File: config.mk
export PLATFORM = sky130hd
export DESIGN_NAME = papd_top
export DESIGN_NICKNAME = d
export VERILOG_FILES = /design/src/hw/papd_pkg.sv /design/src/hw/papd_uart_if.sv /design/src/hw/papd_idle_timer.sv /design/src/hw/papd_top.sv /design/src/hw/papd_uart_pd.sv
export SDC_FILE = /design/constraint.sdc
export NUM_CORES = 1
export LEC_CHECK = 0
export BUFFER_PORTS_ARGS = -buffer_cell sky130_fd_sc_hd__buf_4
export CORE_AREA = 10 10 139 141
export DETAILED_ROUTE_END_ITERATION = 10
export DIE_AREA = 0 0 149 151
export PLACE_DENSITY = 0.59
export SLEW_MARGIN = 30
export SYNTH_ARGS = -nofsm -noshare
export SYNTH_HDL_FRONTEND = slang
export SYNTH_SLANG_ARGS = --single-unit
File: constraint.sdc
create_clock -name pclk -period 2.8 [get_ports pclk]
set_clock_uncertainty 0.2 [all_clocks]
set_input_delay 0.28 -clock pclk [delete_from_list [all_inputs] [get_ports pclk]]
set_output_delay 0.28 -clock pclk [all_outputs]
set_load 0.05 [all_outputs]
File: src/hw/papd_pkg.sv
// Functional notes
// - Each unit has a direct powerdown bit, separate from auto powerdown.
// - Floppy auto powerdown allowed only while auto config bit 0 is set.
// - Floppy sleeps only: motors off, status 80h, no interrupt, head unloaded, idle timer done.
// - Idle timer starts when auto enabled; sleep when last condition met.
// - Clearing the auto enable cancels the timer and keeps the floppy awake.
// - Rate-select powerdown overrides auto powerdown; auto governs again after it.
// - Hardware or software reset wake runs the full reset sequence.
// - Drive control write with a motor bit wakes; reads and other writes do not.
// - Main status read or data port access wakes with no state lost.
// - Every wake restarts the 10 ms idle timer; sleep again when conditions hold.
// - Non-waking accesses in powerdown read true status, keep writes, stay asleep.
// - Host bus, reset, clock and interrupt pins unaffected by powerdown.
// - Motor, select, write data, write gate tristate; step, head, density stay active.
// - UART auto powerdown allowed only by auto config bits 4 and 5.
// - Transmitter sleeps with buffer and shifter empty, wakes on buffer write.
// - Receiver sleeps only with empty FIFO while idle awaiting start bit.
// - Receiver wakes on any receive input change; ring change still reported.
// - Parallel port auto powerdown allowed only while auto config bit 3 set.
// - EPP logic off when EPP disabled or ECP mode selects other than EPP.
// - ECP logic off when disabled or SPP/PS2/EPP selected; re-evaluated on changes.
package papd_pkg;
	localparam int unsigned CLK_HZ   = 10_000_000;
	localparam int unsigned IDLE_MS  = 10;
	localparam int unsigned IDLE_CYC = CLK_HZ / 1000 * IDLE_MS;
	localparam int unsigned CNT_W    = 17;
	// Register indices, byte address is four times the index
	localparam logic [3:0] IDX_STA  = 4'h0;
	localparam logic [3:0] IDX_STB  = 4'h1;
	localparam logic [3:0] IDX_DOC  = 4'h2;
	localparam logic [3:0] IDX_RATE = 4'h4;
	localparam logic [3:0] IDX_DATA = 4'h5;
	localparam logic [3:0] IDX_DIN  = 4'h7;
	localparam logic [3:0] IDX_DPD  = 4'h8;
	localparam logic [3:0] IDX_APD  = 4'h9;
	localparam logic [3:0] IDX_PST  = 4'ha;
	localparam logic [3:0] IDX_PPC  = 4'hb;
	// Field positions
	localparam int unsigned DOC_MTR   = 4;
	localparam int unsigned DOC_RSTN  = 2;
	localparam int unsigned DSR_SWRST = 7;
	localparam int unsigned DSR_PD    = 6;
	localparam int unsigned CFG_FD    = 0;
	localparam int unsigned CFG_PP    = 3;
	localparam int unsigned CFG_U0    = 4;
	localparam logic [7:0]  MSR_IDLE  = 8'h80;
	localparam logic [2:0]  ECR_SPP   = 3'h0;
	localparam logic [2:0]  ECR_PS2   = 3'h1;
	localparam logic [2:0]  ECR_EPP   = 3'h4;
	// Values after reset
	localparam logic [7:0] DOC_RST = 8'h04;
	localparam logic [7:0] DSR_RST = 8'h02;
	localparam logic [7:0] CCR_RST = 8'h00;
	localparam logic [7:0] CFG_RST = 8'h00;
	typedef enum logic [1:0] {FD_RUN, FD_AUTO_PD, FD_RATE_PD} papd_fd_state_t;
endpackage

File: src/hw/papd_uart_if.sv
`timescale 1ns/1ns
interface papd_uart_if;
	logic thr_empty;
	logic tsr_empty;
	logic rx_fifo_empty;
	logic rx_idle;
	logic rxd;
	logic ri;
	logic thb_wr;
	logic auto_en;
	logic direct_pd;
	logic tx_pd;
	logic rx_pd;
	logic ri_change;
	modport ctl (input thr_empty, tsr_empty, rx_fifo_empty, rx_idle, rxd, ri, thb_wr,
		auto_en, direct_pd, output tx_pd, rx_pd, ri_change);
	modport top (output thr_empty, tsr_empty, rx_fifo_empty, rx_idle, rxd, ri, thb_wr,
		auto_en, direct_pd, input tx_pd, rx_pd, ri_change);
endinterface

File: src/hw/papd_idle_timer.sv
`timescale 1ns/1ns
module papd_idle_timer #(
	parameter int unsigned TC = papd_pkg::IDLE_CYC
) (
	input  wire logic pclk,
	input  wire logic presetn,
	input  wire logic clear,
	output logic      done
);
	typedef struct packed {
		logic [papd_pkg::CNT_W-1:0] cnt;
		logic                       done;
	} papd_tmr_st_t;
	papd_tmr_st_t r;
	papd_tmr_st_t n;

	// Counts bus clocks; any wake clears and restarts it
	always_comb begin
		n = r;
		if (clear) begin
			n.cnt  = '0;
			n.done = 1'b0;
		end else if (!r.done) begin
			n.cnt  = r.cnt + 1'b1;
			n.done = (r.cnt == papd_pkg::CNT_W'(TC - 1));
		end
	end

	always_ff @(posedge pclk or negedge presetn) begin
		if (!presetn)
			r <= '0;
		else
			r <= n;
	end

	assign done = r.done;
endmodule

File: src/hw/papd_top.sv
// Implementation choice: the APB interface to the registers.
`timescale 1ns/1ns
module papd_top #(
	parameter int unsigned IDLE_CYCLES = papd_pkg::IDLE_CYC
) (
	input  wire logic        pclk,
	input  wire logic        presetn,
	input  wire logic [7:0]  paddr,
	input  wire logic        psel,
	input  wire logic        penable,
	input  wire logic        pwrite,
	input  wire logic [31:0] pwdata,
	output logic      [31:0] prdata,
	output logic             pready,
	output logic             pslverr,
	input  wire logic [7:0]  fdc_msr,
	input  wire logic        fdc_int,
	input  wire logic        fdc_head_unloaded,
	input  wire logic [7:0]  fdc_sta,
	input  wire logic [7:0]  fdc_stb,
	input  wire logic [7:0]  fdc_din,
	input  wire logic [7:0]  fdc_data_rd,
	output logic      [7:0]  fdc_data_wr,
	output logic             fdc_data_wr_stb,
	output logic             fdc_data_rd_stb,
	output logic             fdc_soft_reset,
	output logic      [7:0]  fdc_rate,
	output logic      [7:0]  fdc_ccr,
	output logic             fdc_pd,
	input  wire logic        core_wdata_n,
	input  wire logic        core_wgate_n,
	input  wire logic        core_dir_n,
	input  wire logic        core_step_n,
	input  wire logic        core_hdsel_n,
	input  wire logic [1:0]  core_den,
	output logic      [1:0]  motor_on_out_n,
	output logic             motor_on_oe,
	output logic      [1:0]  drive_select_out_n,
	output logic             drive_select_oe,
	output logic             write_data_out_n,
	output logic             write_data_oe,
	output logic             write_gate_out_n,
	output logic             write_gate_oe,
	output logic             step_direction_out_n,
	output logic             step_pulse_out_n,
	output logic             head_select_out_n,
	output logic      [1:0]  drive_density_out,
	input  wire logic [1:0]  uart_thr_empty,
	input  wire logic [1:0]  uart_tsr_empty,
	input  wire logic [1:0]  uart_rx_fifo_empty,
	input  wire logic [1:0]  uart_rx_idle,
	input  wire logic [1:0]  serial_receive_input,
	input  wire logic [1:0]  ring_indicator_input,
	input  wire logic [1:0]  transmit_holding_buffer_wr,
	output logic      [1:0]  uart_tx_pd,
	output logic      [1:0]  uart_rx_pd,
	output logic      [1:0]  uart_ri_change,
	input  wire logic [2:0]  ecr_mode,
	output logic             epp_pd,
	output logic             ecp_pd
);
	typedef struct packed {
		papd_pkg::papd_fd_state_t st;
		logic [7:0]  doc;
		logic [7:0]  dsr;
		logic [7:0]  rate_control_write;
		logic [7:0]  dpd;
		logic [7:0]  apd;
		logic [1:0]  ppc;
		logic [31:0] rdata;
		logic [7:0]  wdata;
		logic        wr_stb;
		logic        rd_stb;
		logic        sw_rst;
		logic        pd;
		logic [1:0]  mtr_n;
		logic [1:0]  ds_n;
		logic        wd_n;
		logic        wg_n;
		logic        dir_n;
		logic        step_n;
		logic        hd_n;
		logic [1:0]  den;
		logic        epp_pd;
		logic        ecp_pd;
	} papd_top_st_t;
	papd_top_st_t r;
	papd_top_st_t n;

	logic       acc;
	logic       wr;
	logic       rd;
	logic [3:0] idx;
	logic       mapped;
	logic       motor_wake;
	logic       sw_rst;
	logic       wake;
	logic       tmr_clear;
	logic       tmr_done;
	logic       fd_auto_en;
	logic       fd_idle;
	logic [1:0] u_tx_pd;
	logic [1:0] u_rx_pd;
	logic [1:0] u_ri_chg;

	////////////////////////////////////////////////////////////////////////////
	// APB decode

	// Word aligned index; anything outside the map answers with an error
	always_comb begin
		idx = paddr[5:2];
		case (paddr[5:2])
			papd_pkg::IDX_STA,
			papd_pkg::IDX_STB,
			papd_pkg::IDX_DOC,
			papd_pkg::IDX_RATE,
			papd_pkg::IDX_DATA,
			papd_pkg::IDX_DIN,
			papd_pkg::IDX_DPD,
			papd_pkg::IDX_APD,
			papd_pkg::IDX_PST,
			papd_pkg::IDX_PPC: mapped = (paddr[7:6] == 2'h0) && (paddr[1:0] == 2'h0);
			default:           mapped = 1'b0;
		endcase
	end

	// Zero wait states; the bus is never gated by powerdown
	assign pready  = 1'b1;
	assign pslverr = psel && penable && !mapped;
	assign acc     = psel && penable && mapped;
	assign wr      = acc && pwrite;
	assign rd      = acc && !pwrite;

	////////////////////////////////////////////////////////////////////////////
	// Wake sources

	// Only motor bits or reset bits in the drive control write wake the part
	assign motor_wake = wr && (idx == papd_pkg::IDX_DOC)
		&& (pwdata[papd_pkg::DOC_MTR+1:papd_pkg::DOC_MTR] != 2'h0);
	assign sw_rst = wr && (((idx == papd_pkg::IDX_DOC) && !pwdata[papd_pkg::DOC_RSTN])
		|| ((idx == papd_pkg::IDX_RATE) && pwdata[papd_pkg::DSR_SWRST]));
	assign wake = motor_wake || sw_rst
		|| (rd && (idx == papd_pkg::IDX_RATE))
		|| (acc && (idx == papd_pkg::IDX_DATA));

	// Timer runs only while enabled, and restarts on every wake
	assign fd_auto_en = r.apd[papd_pkg::CFG_FD];
	assign tmr_clear  = !fd_auto_en || wake;

	// All sleep conditions at once; the last one met triggers entry
	assign fd_idle = fd_auto_en
		&& (r.doc[papd_pkg::DOC_MTR+1:papd_pkg::DOC_MTR] == 2'h0)
		&& (fdc_msr == papd_pkg::MSR_IDLE) && !fdc_int
		&& fdc_head_unloaded && tmr_done;

	papd_idle_timer #(
		.TC (IDLE_CYCLES)
	) u_timer (
		.pclk    (pclk),
		.presetn (presetn),
		.clear   (tmr_clear),
		.done    (tmr_done)
	);

	////////////////////////////////////////////////////////////////////////////
	// UART powerdown

	papd_uart_if u_if[2] ();

	genvar gi;
	generate
		for (gi = 0; gi < 2; gi++) begin : g_uart
			assign u_if[gi].thr_empty     = uart_thr_empty[gi];
			assign u_if[gi].tsr_empty     = uart_tsr_empty[gi];
			assign u_if[gi].rx_fifo_empty = uart_rx_fifo_empty[gi];
			assign u_if[gi].rx_idle       = uart_rx_idle[gi];
			assign u_if[gi].rxd           = serial_receive_input[gi];
			assign u_if[gi].ri            = ring_indicator_input[gi];
			assign u_if[gi].thb_wr        = transmit_holding_buffer_wr[gi];
			assign u_if[gi].auto_en       = r.apd[papd_pkg::CFG_U0 + gi];
			assign u_if[gi].direct_pd     = r.dpd[papd_pkg::CFG_U0 + gi];
			assign u_tx_pd[gi]            = u_if[gi].tx_pd;
			assign u_rx_pd[gi]            = u_if[gi].rx_pd;
			assign u_ri_chg[gi]           = u_if[gi].ri_change;
			papd_uart_pd u_pd (
				.pclk    (pclk),
				.presetn (presetn),
				.u       (u_if[gi])
			);
		end
	endgenerate

	////////////////////////////////////////////////////////////////////////////
	// Next state

	always_comb begin
		n        = r;
		n.wr_stb = 1'b0;
		n.rd_stb = 1'b0;

		// Writes land whether asleep or not and take effect on wake
		if (wr) begin
			case (idx)
				papd_pkg::IDX_DOC:  n.doc = pwdata[7:0];
				papd_pkg::IDX_RATE: n.dsr = pwdata[7:0] & 8'h7f;
				papd_pkg::IDX_DIN:  n.rate_control_write = pwdata[7:0];
				papd_pkg::IDX_DPD:  n.dpd = pwdata[7:0];
				papd_pkg::IDX_APD:  n.apd = pwdata[7:0];
				papd_pkg::IDX_PPC:  n.ppc = pwdata[1:0];
				papd_pkg::IDX_DATA: begin
					n.wdata  = pwdata[7:0];
					n.wr_stb = 1'b1;
				end
				default: ;
			endcase
		end
		if (rd && (idx == papd_pkg::IDX_DATA))
			n.rd_stb = 1'b1;

		// Software reset also drops a rate-select powerdown
		if (sw_rst)
			n.dsr[papd_pkg::DSR_PD] = 1'b0;
		n.sw_rst = sw_rst || !n.doc[papd_pkg::DOC_RSTN];

		// Read data caught in the setup phase from live status
		if (psel && !penable) begin
			case (idx)
				papd_pkg::IDX_STA:  n.rdata = {24'h0, fdc_sta};
				papd_pkg::IDX_STB:  n.rdata = {24'h0, fdc_stb};
				papd_pkg::IDX_DOC:  n.rdata = {24'h0, r.doc};
				papd_pkg::IDX_RATE: n.rdata = {24'h0, fdc_msr};
				papd_pkg::IDX_DATA: n.rdata = {24'h0, fdc_data_rd};
				papd_pkg::IDX_DIN:  n.rdata = {24'h0, fdc_din};
				papd_pkg::IDX_DPD:  n.rdata = {24'h0, r.dpd};
				papd_pkg::IDX_APD:  n.rdata = {24'h0, r.apd};
				papd_pkg::IDX_PST:  n.rdata = {24'h0, r.ecp_pd, r.epp_pd,
					u_rx_pd, u_tx_pd, tmr_done, r.pd};
				papd_pkg::IDX_PPC:  n.rdata = {30'h0, r.ppc};
				default:            n.rdata = 32'h0;
			endcase
		end

		// Floppy power state
		case (r.st)
			papd_pkg::FD_RUN: begin
				if (n.dsr[papd_pkg::DSR_PD])
					n.st = papd_pkg::FD_RATE_PD;
				else if (fd_idle && !wake)
					n.st = papd_pkg::FD_AUTO_PD;
			end
			papd_pkg::FD_AUTO_PD: begin
				if (n.dsr[papd_pkg::DSR_PD])
					n.st = papd_pkg::FD_RATE_PD;
				else if (!fd_auto_en || wake)
					n.st = papd_pkg::FD_RUN;
			end
			papd_pkg::FD_RATE_PD: begin
				// Back to run; auto powerdown then decides again
				if (!n.dsr[papd_pkg::DSR_PD])
					n.st = papd_pkg::FD_RUN;
			end
			default: n.st = papd_pkg::FD_RUN;
		endcase
		n.pd = (n.st != papd_pkg::FD_RUN) || n.dpd[papd_pkg::CFG_FD];

		// Drive pins; tristated ones get their enables from pd
		n.mtr_n  = ~n.doc[papd_pkg::DOC_MTR+1:papd_pkg::DOC_MTR];
		n.ds_n   = {~n.doc[0], n.doc[0]};
		n.wd_n   = core_wdata_n;
		n.wg_n   = core_wgate_n;
		n.dir_n  = core_dir_n;
		n.step_n = core_step_n;
		n.hd_n   = core_hdsel_n;
		n.den    = core_den;

		// Parallel port logic follows mode changes every cycle
		n.epp_pd = r.dpd[papd_pkg::CFG_PP] || (r.apd[papd_pkg::CFG_PP]
			&& (!r.ppc[0] || (r.ppc[1] && (ecr_mode != papd_pkg::ECR_EPP))));
		n.ecp_pd = r.dpd[papd_pkg::CFG_PP] || (r.apd[papd_pkg::CFG_PP]
			&& (!r.ppc[1] || (ecr_mode == papd_pkg::ECR_SPP)
			|| (ecr_mode == papd_pkg::ECR_PS2)
			|| (ecr_mode == papd_pkg::ECR_EPP)));
	end

	////////////////////////////////////////////////////////////////////////////
	// State register

	always_ff @(posedge pclk or negedge presetn) begin
		if (!presetn) begin
			r       <= '0;
			r.st    <= papd_pkg::FD_RUN;
			r.doc   <= papd_pkg::DOC_RST;
			r.dsr   <= papd_pkg::DSR_RST;
			r.rate_control_write   <= papd_pkg::CCR_RST;
			r.dpd   <= papd_pkg::CFG_RST;
			r.apd   <= papd_pkg::CFG_RST;
			r.mtr_n <= 2'h3;
			r.ds_n  <= 2'h3;
			r.wd_n  <= 1'b1;
			r.wg_n  <= 1'b1;
			r.dir_n <= 1'b1;
			r.step_n <= 1'b1;
			r.hd_n  <= 1'b1;
		end else begin
			r <= n;
		end
	end

	////////////////////////////////////////////////////////////////////////////
	// Outputs

	assign prdata          = r.rdata;
	assign fdc_data_wr     = r.wdata;
	assign fdc_data_wr_stb = r.wr_stb;
	assign fdc_data_rd_stb = r.rd_stb;
	assign fdc_soft_reset  = r.sw_rst;
	assign fdc_rate        = r.dsr;
	assign fdc_ccr         = r.rate_control_write;
	assign fdc_pd          = r.pd;

	// Drive inputs are never turned around; only outputs are released
	assign motor_on_out_n       = r.mtr_n;
	assign motor_on_oe          = !r.pd;
	assign drive_select_out_n   = r.ds_n;
	assign drive_select_oe      = !r.pd;
	assign write_data_out_n     = r.wd_n;
	assign write_data_oe        = !r.pd;
	assign write_gate_out_n     = r.wg_n;
	assign write_gate_oe        = !r.pd;
	assign step_direction_out_n = r.dir_n;
	assign step_pulse_out_n     = r.step_n;
	assign head_select_out_n    = r.hd_n;
	assign drive_density_out    = r.den;

	assign uart_tx_pd     = u_tx_pd;
	assign uart_rx_pd     = u_rx_pd;
	assign uart_ri_change = u_ri_chg;
	assign epp_pd         = r.epp_pd;
	assign ecp_pd         = r.ecp_pd;
endmodule

File: src/hw/papd_uart_pd.sv
`timescale 1ns/1ns
module papd_uart_pd (
	input  wire logic pclk,
	input  wire logic presetn,
	papd_uart_if.ctl  u
);
	typedef struct packed {
		logic tx_apd;
		logic rx_apd;
		logic rx_hold;
		logic rxd_q;
		logic ri_q;
		logic ri_chg;
		logic tx_pd;
		logic rx_pd;
	} papd_uart_st_t;
	papd_uart_st_t r;
	papd_uart_st_t n;

	// Transmit and receive halves sleep independently
	always_comb begin
		n        = r;
		n.rxd_q  = u.rxd;
		n.ri_q   = u.ri;
		n.ri_chg = (u.ri != r.ri_q);
		if (!u.auto_en || u.thb_wr)
			n.tx_apd = 1'b0;
		else if (u.thr_empty && u.tsr_empty)
			n.tx_apd = 1'b1;
		// Hold awake after a wake until the start bit moves it out of idle
		if (!u.rx_idle)
			n.rx_hold = 1'b0;
		if (!u.auto_en) begin
			n.rx_apd = 1'b0;
		end else if (u.rxd != r.rxd_q) begin
			n.rx_apd  = 1'b0;
			n.rx_hold = 1'b1;
		end else if (u.rx_fifo_empty && u.rx_idle && !r.rx_hold) begin
			n.rx_apd = 1'b1;
		end
		n.tx_pd = n.tx_apd || u.direct_pd;
		n.rx_pd = n.rx_apd || u.direct_pd;
	end

	always_ff @(posedge pclk or negedge presetn) begin
		if (!presetn) begin
			r       <= '0;
			r.rxd_q <= 1'b1;
		end else begin
			r <= n;
		end
	end

	assign u.tx_pd     = r.tx_pd;
	assign u.rx_pd     = r.rx_pd;
	assign u.ri_change = r.ri_chg;
endmodule
-- Yosys cells after proc, flatten, opt, wreduce, memory -nomap -nowiden
Cells that the tools add are included.
- bitwise logic cells: 2
- div/mod/pow operators: 0
- mux-type cells: 37
- $mul: 0
- equal/unequal tests: 21
- add/sub/neg operators: 1
- shift-type cells: 0
- $lt $le $gt $ge: 0
- reductions and logical operators: 80
- operators with widths (operator ; number):
    one-hot mux 8 bit (10 select lines) ; 1
    2-to-1 mux 40 bit ; 1
    2-to-1 mux 18 bit ; 2
    logical AND 1 bit ; 30
    2-to-1 mux 8 bit ; 3
    2-to-1 mux 1 bit ; 21
    logical OR 1 bit ; 19
    adder 17 x 1 -> 17 bit (second input constant) ; 1
    == test 17 bit (second input constant) ; 1
    == test 4 bit (second input constant) ; 4
    logical NOT 1 bit ; 15
    AND reduction 2 bit ; 7
    == test 4 x 3 -> 1 bit (second input constant) ; 3
    2-to-1 mux 2 bit ; 6
    OR reduction 10 bit ; 1
    == test 8 bit (second input constant) ; 1
    logical NOT 2 bit ; 4
    2-to-1 mux 7 bit ; 1
    2-to-1 mux 6 bit ; 1
    one-hot mux 2 bit (3 select lines) ; 1
    == test 4 x 1 -> 1 bit (second input constant) ; 1
    == test 4 x 2 -> 1 bit (second input constant) ; 1
    logical NOT 4 bit ; 1
    inequality test 1 bit ; 4
    10 further kinds ; 11
- input port bits: 111
- word-level logic and storage cells: 185
- latch bits: 0
- memory bits (writable): 0
- memories kept: 0
- register bits after elaboration: 134
- memory bits (read-only): 0
- output and inout port bits: 85

-- Longest topological paths before layout
Gate-level depths: netlist of the first run.
- depth after elaboration: 17
- depth in mapped cells: 8
- mapped depth without buffers: 6

-- Cells and area by module
A second synthesis of the first run with hierarchy kept.
- cell total of the unflattened synthesis: 533
- area total of the unflattened synthesis: 5686.7 µm²
- modules (own cells, without submodules) (module ; sequential area each (µm²) ; area an instance (µm²) ; cells an instance ; times used):
    papd_top ; 1915.6 ; 4235.3 ; 403 ; 1
    papd_idle_timer ; 450.4 ; 905.9 ; 92 ; 1
    papd_uart_pd ; 201.4 ; 272.8 ; 19 ; 2

-- Least setup slack after synthesis of the first run
Ideal clock, no wire load.
- path kind: input-to-output
- start point: input paddr[5]
- end point: output pslverr
- data required time: 2320 ps
- stages: 5
- data arrival time: 2042 ps
- setup slack: 278 ps
- buffers on the path: 3
- cell sequence: clkbuf_1 -> clkbuf_1 -> clkbuf_1 -> o21ai_0 -> a21oi_1
- longest elaborated chain between the ends: 5
- elaborated cells on any way between the ends: 14
- classes of those cells: 9 x eq/ne; 1 x mux; 4 x reduce/logical
- RTL lines (element ; line ; text):
    start, declared ; papd_top.sv:8 ; input wire logic [7:0] paddr,
    == test 4 x 2 -> 1 bit (tied with other cells) ; papd_top.sv:112 ; case (paddr[5:2])
    OR reduction 10 bit (*) ; papd_top.sv:112 ;
    2-to-1 mux 1 bit (*) ; papd_top.sv:112 ;
    logical NOT 1 bit (*) ; papd_top.sv:129 ; assign pslverr = psel && penable && !mapped;
    logical AND 1 bit (*) ; papd_top.sv:129 ;
    end, declared ; papd_top.sv:15 ; output logic pslverr,
Mark *: on every way between the ends. The rest lies on a longest branch, timed or not.

-- Worst setup path in the final report of the first run
- start point: input pwrite
- end point: register u_timer.r[10] (netlist name)
- longest elaborated chain between the ends: 8
- elaborated cells on any way between the ends: 13
- classes of those cells: 1 x eq/ne; 1 x mux; 11 x reduce/logical
- RTL lines (element ; line ; text):
    start, declared ; papd_top.sv:11 ; input wire logic pwrite,
    logical AND 1 bit ; papd_top.sv:131 ; assign wr = acc && pwrite;
    logical AND 1 bit ; papd_top.sv:138 ; assign motor_wake = wr && (idx == papd_pkg::IDX_DOC)
    logical AND 1 bit ; papd_top.sv:139 ; && (pwdata[papd_pkg::DOC_MTR+1:papd_pkg::DOC_MTR] != 2'h0);
    logical OR 1 bit ; papd_top.sv:142 ; assign wake = motor_wake || sw_rst
    logical OR 1 bit (*) ; papd_top.sv:143 ; || (rd && (idx == papd_pkg::IDX_RATE))
    logical OR 1 bit (*) ; papd_top.sv:144 ; || (acc && (idx == papd_pkg::IDX_DATA));
    logical OR 1 bit (*) ; papd_top.sv:148 ; assign tmr_clear = !fd_auto_en || wake;
    inequality test 2 bit (no source line) / 2-to-1 mux 18 bit (equally long branches) ; -- ;
    end signal, assigned ; papd_idle_timer.sv:33 ; r <= n;
    end, declared ; papd_idle_timer.sv:14 ; papd_tmr_st_t r;
Marked as above.
A chain may end at the register's enable or synchronous reset.

==> flow_summary_export.csv, run 1 <==
group,metric,value,unit
status,status,"complete, no violations",
critical_path,critPathCaptureType,"register",
route,routed_wl,16800,um
critical_path,crit_type,"in -> reg",
pwr,power.internal,2.55,mW
critical_path,cpMostUsedCell,"buf_4",
pwr,p_switching,987,uW
floorplanning,rows,47,
min_path,hold_path.class,"in -> reg",
timing,setup_viol_count_final,0,
route,first_iter_violations,434,
clocking,clock_latency,360,ps
route,drtPass1Iterations,5,
global_route,grt_pass1_wl,25500,um
min_path,min-delay-start,"pwdata[6]",
synthesis,netlist_top_cells_area,"dfrtp_1 (43%), buf_4 (9.8%), mux2_2 (9.7%), dfstp_2 (6.0%), nor2_1 (2.2%)",
synthesis,synthDistinctLibCells,62,
pwr,power,3.53,mW
critical_path,cp_data_arrival_time,2430,ps
synthesis,synth.yosys.seq_area_share,48.8,%
pwr,irDropWorstVdd,0.299,mV
pwr,power_frac_clock,36.6,%
layout,drive_gt1_share,39.6,%
synthesis,ys_seq_elements,110,
clocking,htreeDepth,3,
place,post-place-ws,419,ps
floorplanning,core-area,16500,sq um
timing,fin_crit_sh,85.3,%
route,dr_total_vias,4303,
clocking,cts_buffers,9,
layout,fin_nets,750,
timing,maxSlewViolCount,0,
pwr,switching_share,27.9,%
clocking,cts_tree,"built",
critical_path,crit_family,"buffers and inverters",
clocking,clockBufferDepth,2,
synthesis,synth_edf_count,0,
critical_path,cp_slowest_stage_delay,550,ps
critical_path,cp-start-kind,"primary input",
critical_path,worstReg2RegStart,"u_timer.r[1]$_DFFE_PN0P_",
floorplanning,dieHeight,151,um
critical_path,crit_slowest_cell,"dlygate4sd3_1",
pwr,p_per_area,497,nW/um^2
critical_path,critical_path.cell_chain,"dlygate4sd3_1 -> buf_4 -> or3b_2 -> o41ai_1 -> a31o_2 -> buf_4 -> nor2_1",
pwr,seqPwrFrac,46.8,%
synthesis,synth.avg_cell_area,11.0,sq um
synthesis,synth_top_area_share,42.8,%
layout,mostFrequentLayoutCells,"buf_4 (159), dfrtp_1 (97), mux2_2 (49)",
place,place.gp.congestion,0.874,
global_route,grt_overflow,0,
layout,final_cell_area,7110,sq um
floorplanning,initial_core_util,34.5,%
timing,max_slew_margin,52.4,%
route,drc,0,
place,hpwl,12800,um
layout,antennaDiodeCount,0,
synthesis,postSynth.asyncResetShare,100,%
route,wl_per_cell,19.4,um
critical_path,cp-startpoint,"pwrite",
place,portBuffers,145,
timing,rsz0062_at_grt,"false",
timing,max_freq,419,MHz
place,placed_cell_area,6620,sq um
timing,worst_pin_slew,705,ps
route,viasPerCell,4.99,
layout,final_common_cell,"buf_4",
timing,hold_viol,0,
timing,layout_min_cycle_time,2390,ps
global_route,grt_usage,14.7,%
synthesis,netlist_area,5680,sq um
global_route,grt_max_degree,84,
critical_path,crit_buf_inv,3,
floorplanning,die_w,149,um
critical_path,path_max_fanout,18,
critical_path,worstPathRequired,2840,ps
route,drtAntennaViolNets,0,
global_route,antenna_found_initial,0,
floorplanning,ios,196,
synthesis,synth_ff_type,"dfrtp_1",
floorplanning,dieArea,22500,sq um
clocking,clk_pin_slew,70,ps
clocking,clockRootBuffer,"clkbuf_16",
layout,area_growth,25.3,%
synthesis,yosysTopAreaCell,"dfrtp_1",
clocking,clock_sinks,110,
pwr,power.leakage,3.38,nW
pwr,pwr-share-comb,16.6,%
flow_run,maxCapViolations,0,
synthesis,yosysWarnings,0,
clocking,cts_resized,0,
timing,setup_tns,0,ps
timing,fin_ws,413,ps
global_route,grt_pass1_vias,4453,
synthesis,synthCells,516,
[final timing paths]
path,slack (ps),cells past startpoint,endpoint
min,30,2,r[65]$_DFFE_PN0P_
max reg2reg,710,6,u_timer.r[15]$_DFFE_PN0P_
max in group asynchronous,1390,3,motor_on_out_n[0]$_DFF_PN1_
max,410,7,u_timer.r[10]$_DFFE_PN0P_
min reg2reg,240,1,g_uart[0].u_pd.u.ri_change$_DFF_PN0_
min in group asynchronous,180,2,fdc_data_rd_stb$_DFF_PN0_
[what timing repair did]
item	CTS	global route
hold buffers	20	0
buffers inserted	0	0
hold endpoints to repair	49	0
[layer usage]
| metal | vias to the layer above | part of all wire, % | wire, um | global-route usage, % |
|---|---|---|---|---|
| met5 | - | 0 | 0 | 0 |
| met4 | 0 | 1.5 | 250 | 5.20 |
| met3 | 19 | 11 | 1770 | 5.19 |
| met2 | 211 | 45 | 7480 | 21.4 |
| met1 | 2107 | 43 | 7250 | 19.8 |
| li1 | 1966 | - | - | - |
[Yosys cell counts (all sizes together), types with 2 or more instances]
master / instances
nand4: 3
and2: 2
nor2b: 12
nor3b: 4
a21o: 3
xor2: 11
or2: 4
buf: 78
a31oi: 2
mux2: 49
a21boi: 2
clkbuf: 15
nor2: 33
a32o: 4
xnor2: 7
mux4: 2
mux2i: 9
nand3: 9
a211oi: 4
a22o: 4
inv: 12
a21oi: 7
nand2b: 6
conb: 2
nand3b: 3
nand2: 32
and3: 4
dfstp: 13
o211a: 2
dfrtp: 97
or3: 2
nor4: 10
o21ai: 18
a22oi: 16
or3b: 2
nor3: 11
o32ai: 5
[cells by family after synthesis]
logic type                 share of synthesized area [%]
other                                              0.132
muxes                                               12.1
DFF                                                 48.8
AOI/OAI and AO/OA                                   10.3
buffers and inverters                               12.0
xor gates and xnor gates                            2.78
and+or+nand+nor                                     13.7
adders and majority gates                          0.220
[sequential cells by signal, indices dropped and copies added (netlist names), 2 cells and up]
register / flops
drive_density_out: 2
fdc_ccr: 8
g_uart.u_pd.u.rx_pd: 2
g_uart.u_pd.u.tx_pd: 2
fdc_rate: 7
r: 27
u_timer.r: 17
prdata: 8
drive_select_out_n: 2
g_uart.u_pd.r: 10
fdc_data_wr: 8
g_uart.u_pd.u.ri_change: 2
motor_on_out_n: 2
[stage by stage]
| step | hold WS, ps | util (%) | instances |
|---|---|---|---|
| 3_5_place_dp | 38.0 | 40.2 | 827 |
| 5_1_grt | 34.1 | 43.2 | 862 |
| 4_1_cts | 14.1 | 43.2 | 862 |
| 2_1_floorplan | -216 | - | 540 |
| 3_3_place_gp | 36.4 | 40.2 | 827 |
| 6_report | 29.6 | 43.2 | 862 |
[final cells by class]
cell class              count  area [sq um]
fillers                  1601          9350
well taps                 220           275
flip-flops and latches    110          2770
inverters                  12          45.0
multi-input cells         325          2320
clock inverters             4          48.8
repair buffers            180          1410
clock buffers              11           243
[power groups by stage]
stage / clock, mW / sequential [mW] / combinational, mW
3_3_place_gp: 0 / 1.68 / 0.560
5_1_grt: 1.40 / 1.66 / 0.626
6_report: 1.29 / 1.65 / 0.588
3_5_place_dp: 0 / 1.68 / 0.564
2_1_floorplan: 0 / 1.69 / 0.362
4_1_cts: 1.34 / 1.65 / 0.588
No activity file was read; power rests on OpenSTA's default activity.
==> run 2, diff against run 1 <==
- PLACE_DENSITY: 0.59 -> 0.55
==> run 2 against run 1 <==
Die area stayed put. Total power down 2.1%. Global-route usage rose by 0.25 points. Sequential power hardly changed. Combinational power hardly changed.
==> flow_summary_export.csv, run 2 (synthesis gave the netlist of run 1 again) <==
group,metric,value,unit
status,status,"complete, no violations",
floorplanning,dieArea,22500,sq um
place,place.gp.congestion,0.816,
critical_path,cp_data_arrival_time,2470,ps
place,post-place-ws,438,ps
timing,max_slew_margin,47.1,%
clocking,clock_latency,360,ps
floorplanning,die_w,149,um
clocking,cts_tree,"built",
critical_path,critPathCaptureType,"register",
route,drtPass1Iterations,6,
layout,mostFrequentLayoutCells,"buf_4 (159), dfrtp_1 (97), mux2_2 (49)",
pwr,p_per_area,488,nW/um^2
timing,setup_viol_count_final,0,
route,drc,0,
route,drtAntennaViolNets,0,
route,dr_total_vias,4309,
route,viasPerCell,4.99,
layout,fillers,1565,
min_path,min-delay-start,"pwdata[4]",
min_path,worstHoldEndpoint,"motor_on_out_n[0]$_DFF_PN1_",
critical_path,worstReg2RegEnd,"u_timer.r[15]$_DFFE_PN0P_",
layout,reg_top3,"r: 27 flops, u_timer.r: 17 flops, g_uart.u_pd.r: 10 flops",
layout,final_cell_area,7090,sq um
pwr,power.leakage,3.36,nW
clocking,clockRootBuffer,"clkbuf_16",
layout,fin_nets,750,
place,hpwl,13100,um
timing,hold_viol,0,
pwr,irDropWorstVdd,0.289,mV
layout,regMostFlops,"r",
timing,rsz0062_at_grt,"false",
route,routed_wl,17300,um
route,wl_per_cell,20.0,um
floorplanning,dieHeight,151,um
floorplanning,core-area,16500,sq um
route,first_iter_violations,299,
critical_path,cp-start-kind,"primary input",
clocking,cts_resized,0,
global_route,grt_max_degree,52,
pwr,power,3.46,mW
floorplanning,rows,47,
floorplanning,ios,196,
timing,layout_min_cycle_time,2430,ps
timing,worst_pin_slew,783,ps
layout,area_growth,24.9,%
timing,maxSlewViolCount,0,
critical_path,worstPathRequired,2840,ps
critical_path,reg2reg_depth,6,
layout,final_common_cell,"buf_4",
min_path,worstHoldPathCells,2,
critical_path,worstReg2RegStart,"u_timer.r[1]$_DFFE_PN0P_",
timing,fin_crit_sh,86.7,%
layout,drive_gt1_share,39.5,%
timing,fin_ws,373,ps
clocking,clk_pin_slew,70,ps
place,portBuffers,145,
floorplanning,initial_core_util,34.5,%
global_route,grt_usage,15.0,%
clocking,cts_setup_buffers,0,
layout,largest_reg_flops,27,
timing,max_freq,412,MHz
min_path,hold_path.class,"in -> reg",
critical_path,reg2reg_slack,730,ps
global_route,antenna_found_initial,1,
clocking,clock_sinks,110,
clocking,cts_buffers,9,
clocking,htreeDepth,3,
global_route,grt_overflow,0,
global_route,grt_pass1_vias,4563,
flow_run,maxCapViolations,0,
clocking,clockBufferDepth,2,
place,placed_cell_area,6620,sq um
critical_path,crit_type,"in -> reg",
critical_path,path_max_fanout,6,
global_route,grt_pass1_wl,26000,um
timing,setup_tns,0,ps
==> run 2: final cells by class <==
class / count / area [sq um] / area share (%)
inverter: 12 / 45.0 / 0.635
clock inverter: 4 / 22.5 / 0.318
sequential: 110 / 2770 / 39.0
timing repair buffer: 180 / 1410 / 19.9
antenna: 1 / 2.50 / 0.0353
tap: 220 / 275 / 3.88
multi-input combinational: 325 / 2320 / 32.7
clock buffer: 12 / 246 / 3.48
==> run 2: through the flow <==
step                hold slack (ps)  utilization [%]  std cells
floorplan                      -216                -        540
global placement               82.0             40.2        827
detailed placement             88.2             40.2        827
CTS                            7.65             43.1        863
global route                   20.2             43.1        864
finish                         22.4             43.1        864
==> run 2: worst max path at each step <==
stage | to | from | slack, ps | cells past startpoint
global route | r[73]$_DFFE_PN0P_ | pwrite | 350 | 6
detailed placement | r[60]$_DFFE_PN0P_ | paddr[7] | 440 | 6
global placement | fd_auto_en$_DFFE_PN0P_ | paddr[7] | 470 | 6
floorplan | pslverr | paddr[5] | 280 | 5
CTS | r[70]$_DFFE_PN0P_ | pwrite | 410 | 6
finish | r[70]$_DFFE_PN0P_ | pwrite | 370 | 6
==> run 2: timing repair <==
action / CTS / global route
endpoints found under the setup margin: 0 / 0
endpoints found under the hold margin: 55 / 0
hold buffers: 20 / 0
==> run 2: critical path, stage by stage <==
cell,delay (ps)
dlygate4sd3_1,570
buf_4,170
or3b_2,530
nor4_4,330
buf_4,250
mux2_2,350
==> run 2: per-layer routing <==
metal	GRT usage, %	routed length [um]	vias to the layer above
li1	-	-	1964
met3	5.61	1870	24
met2	21.8	7480	206
met4	6.67	452	0
met1	19.4	7460	2115
met5	0	0	-
==> run 2: power breakdown <==
group | total [mW] | internal (mW) | switching, mW
Sequential | 1.65 | 1.63 | 0.0222
Clock | 1.22 | 0.625 | 0.591
Combinational | 0.590 | 0.202 | 0.388
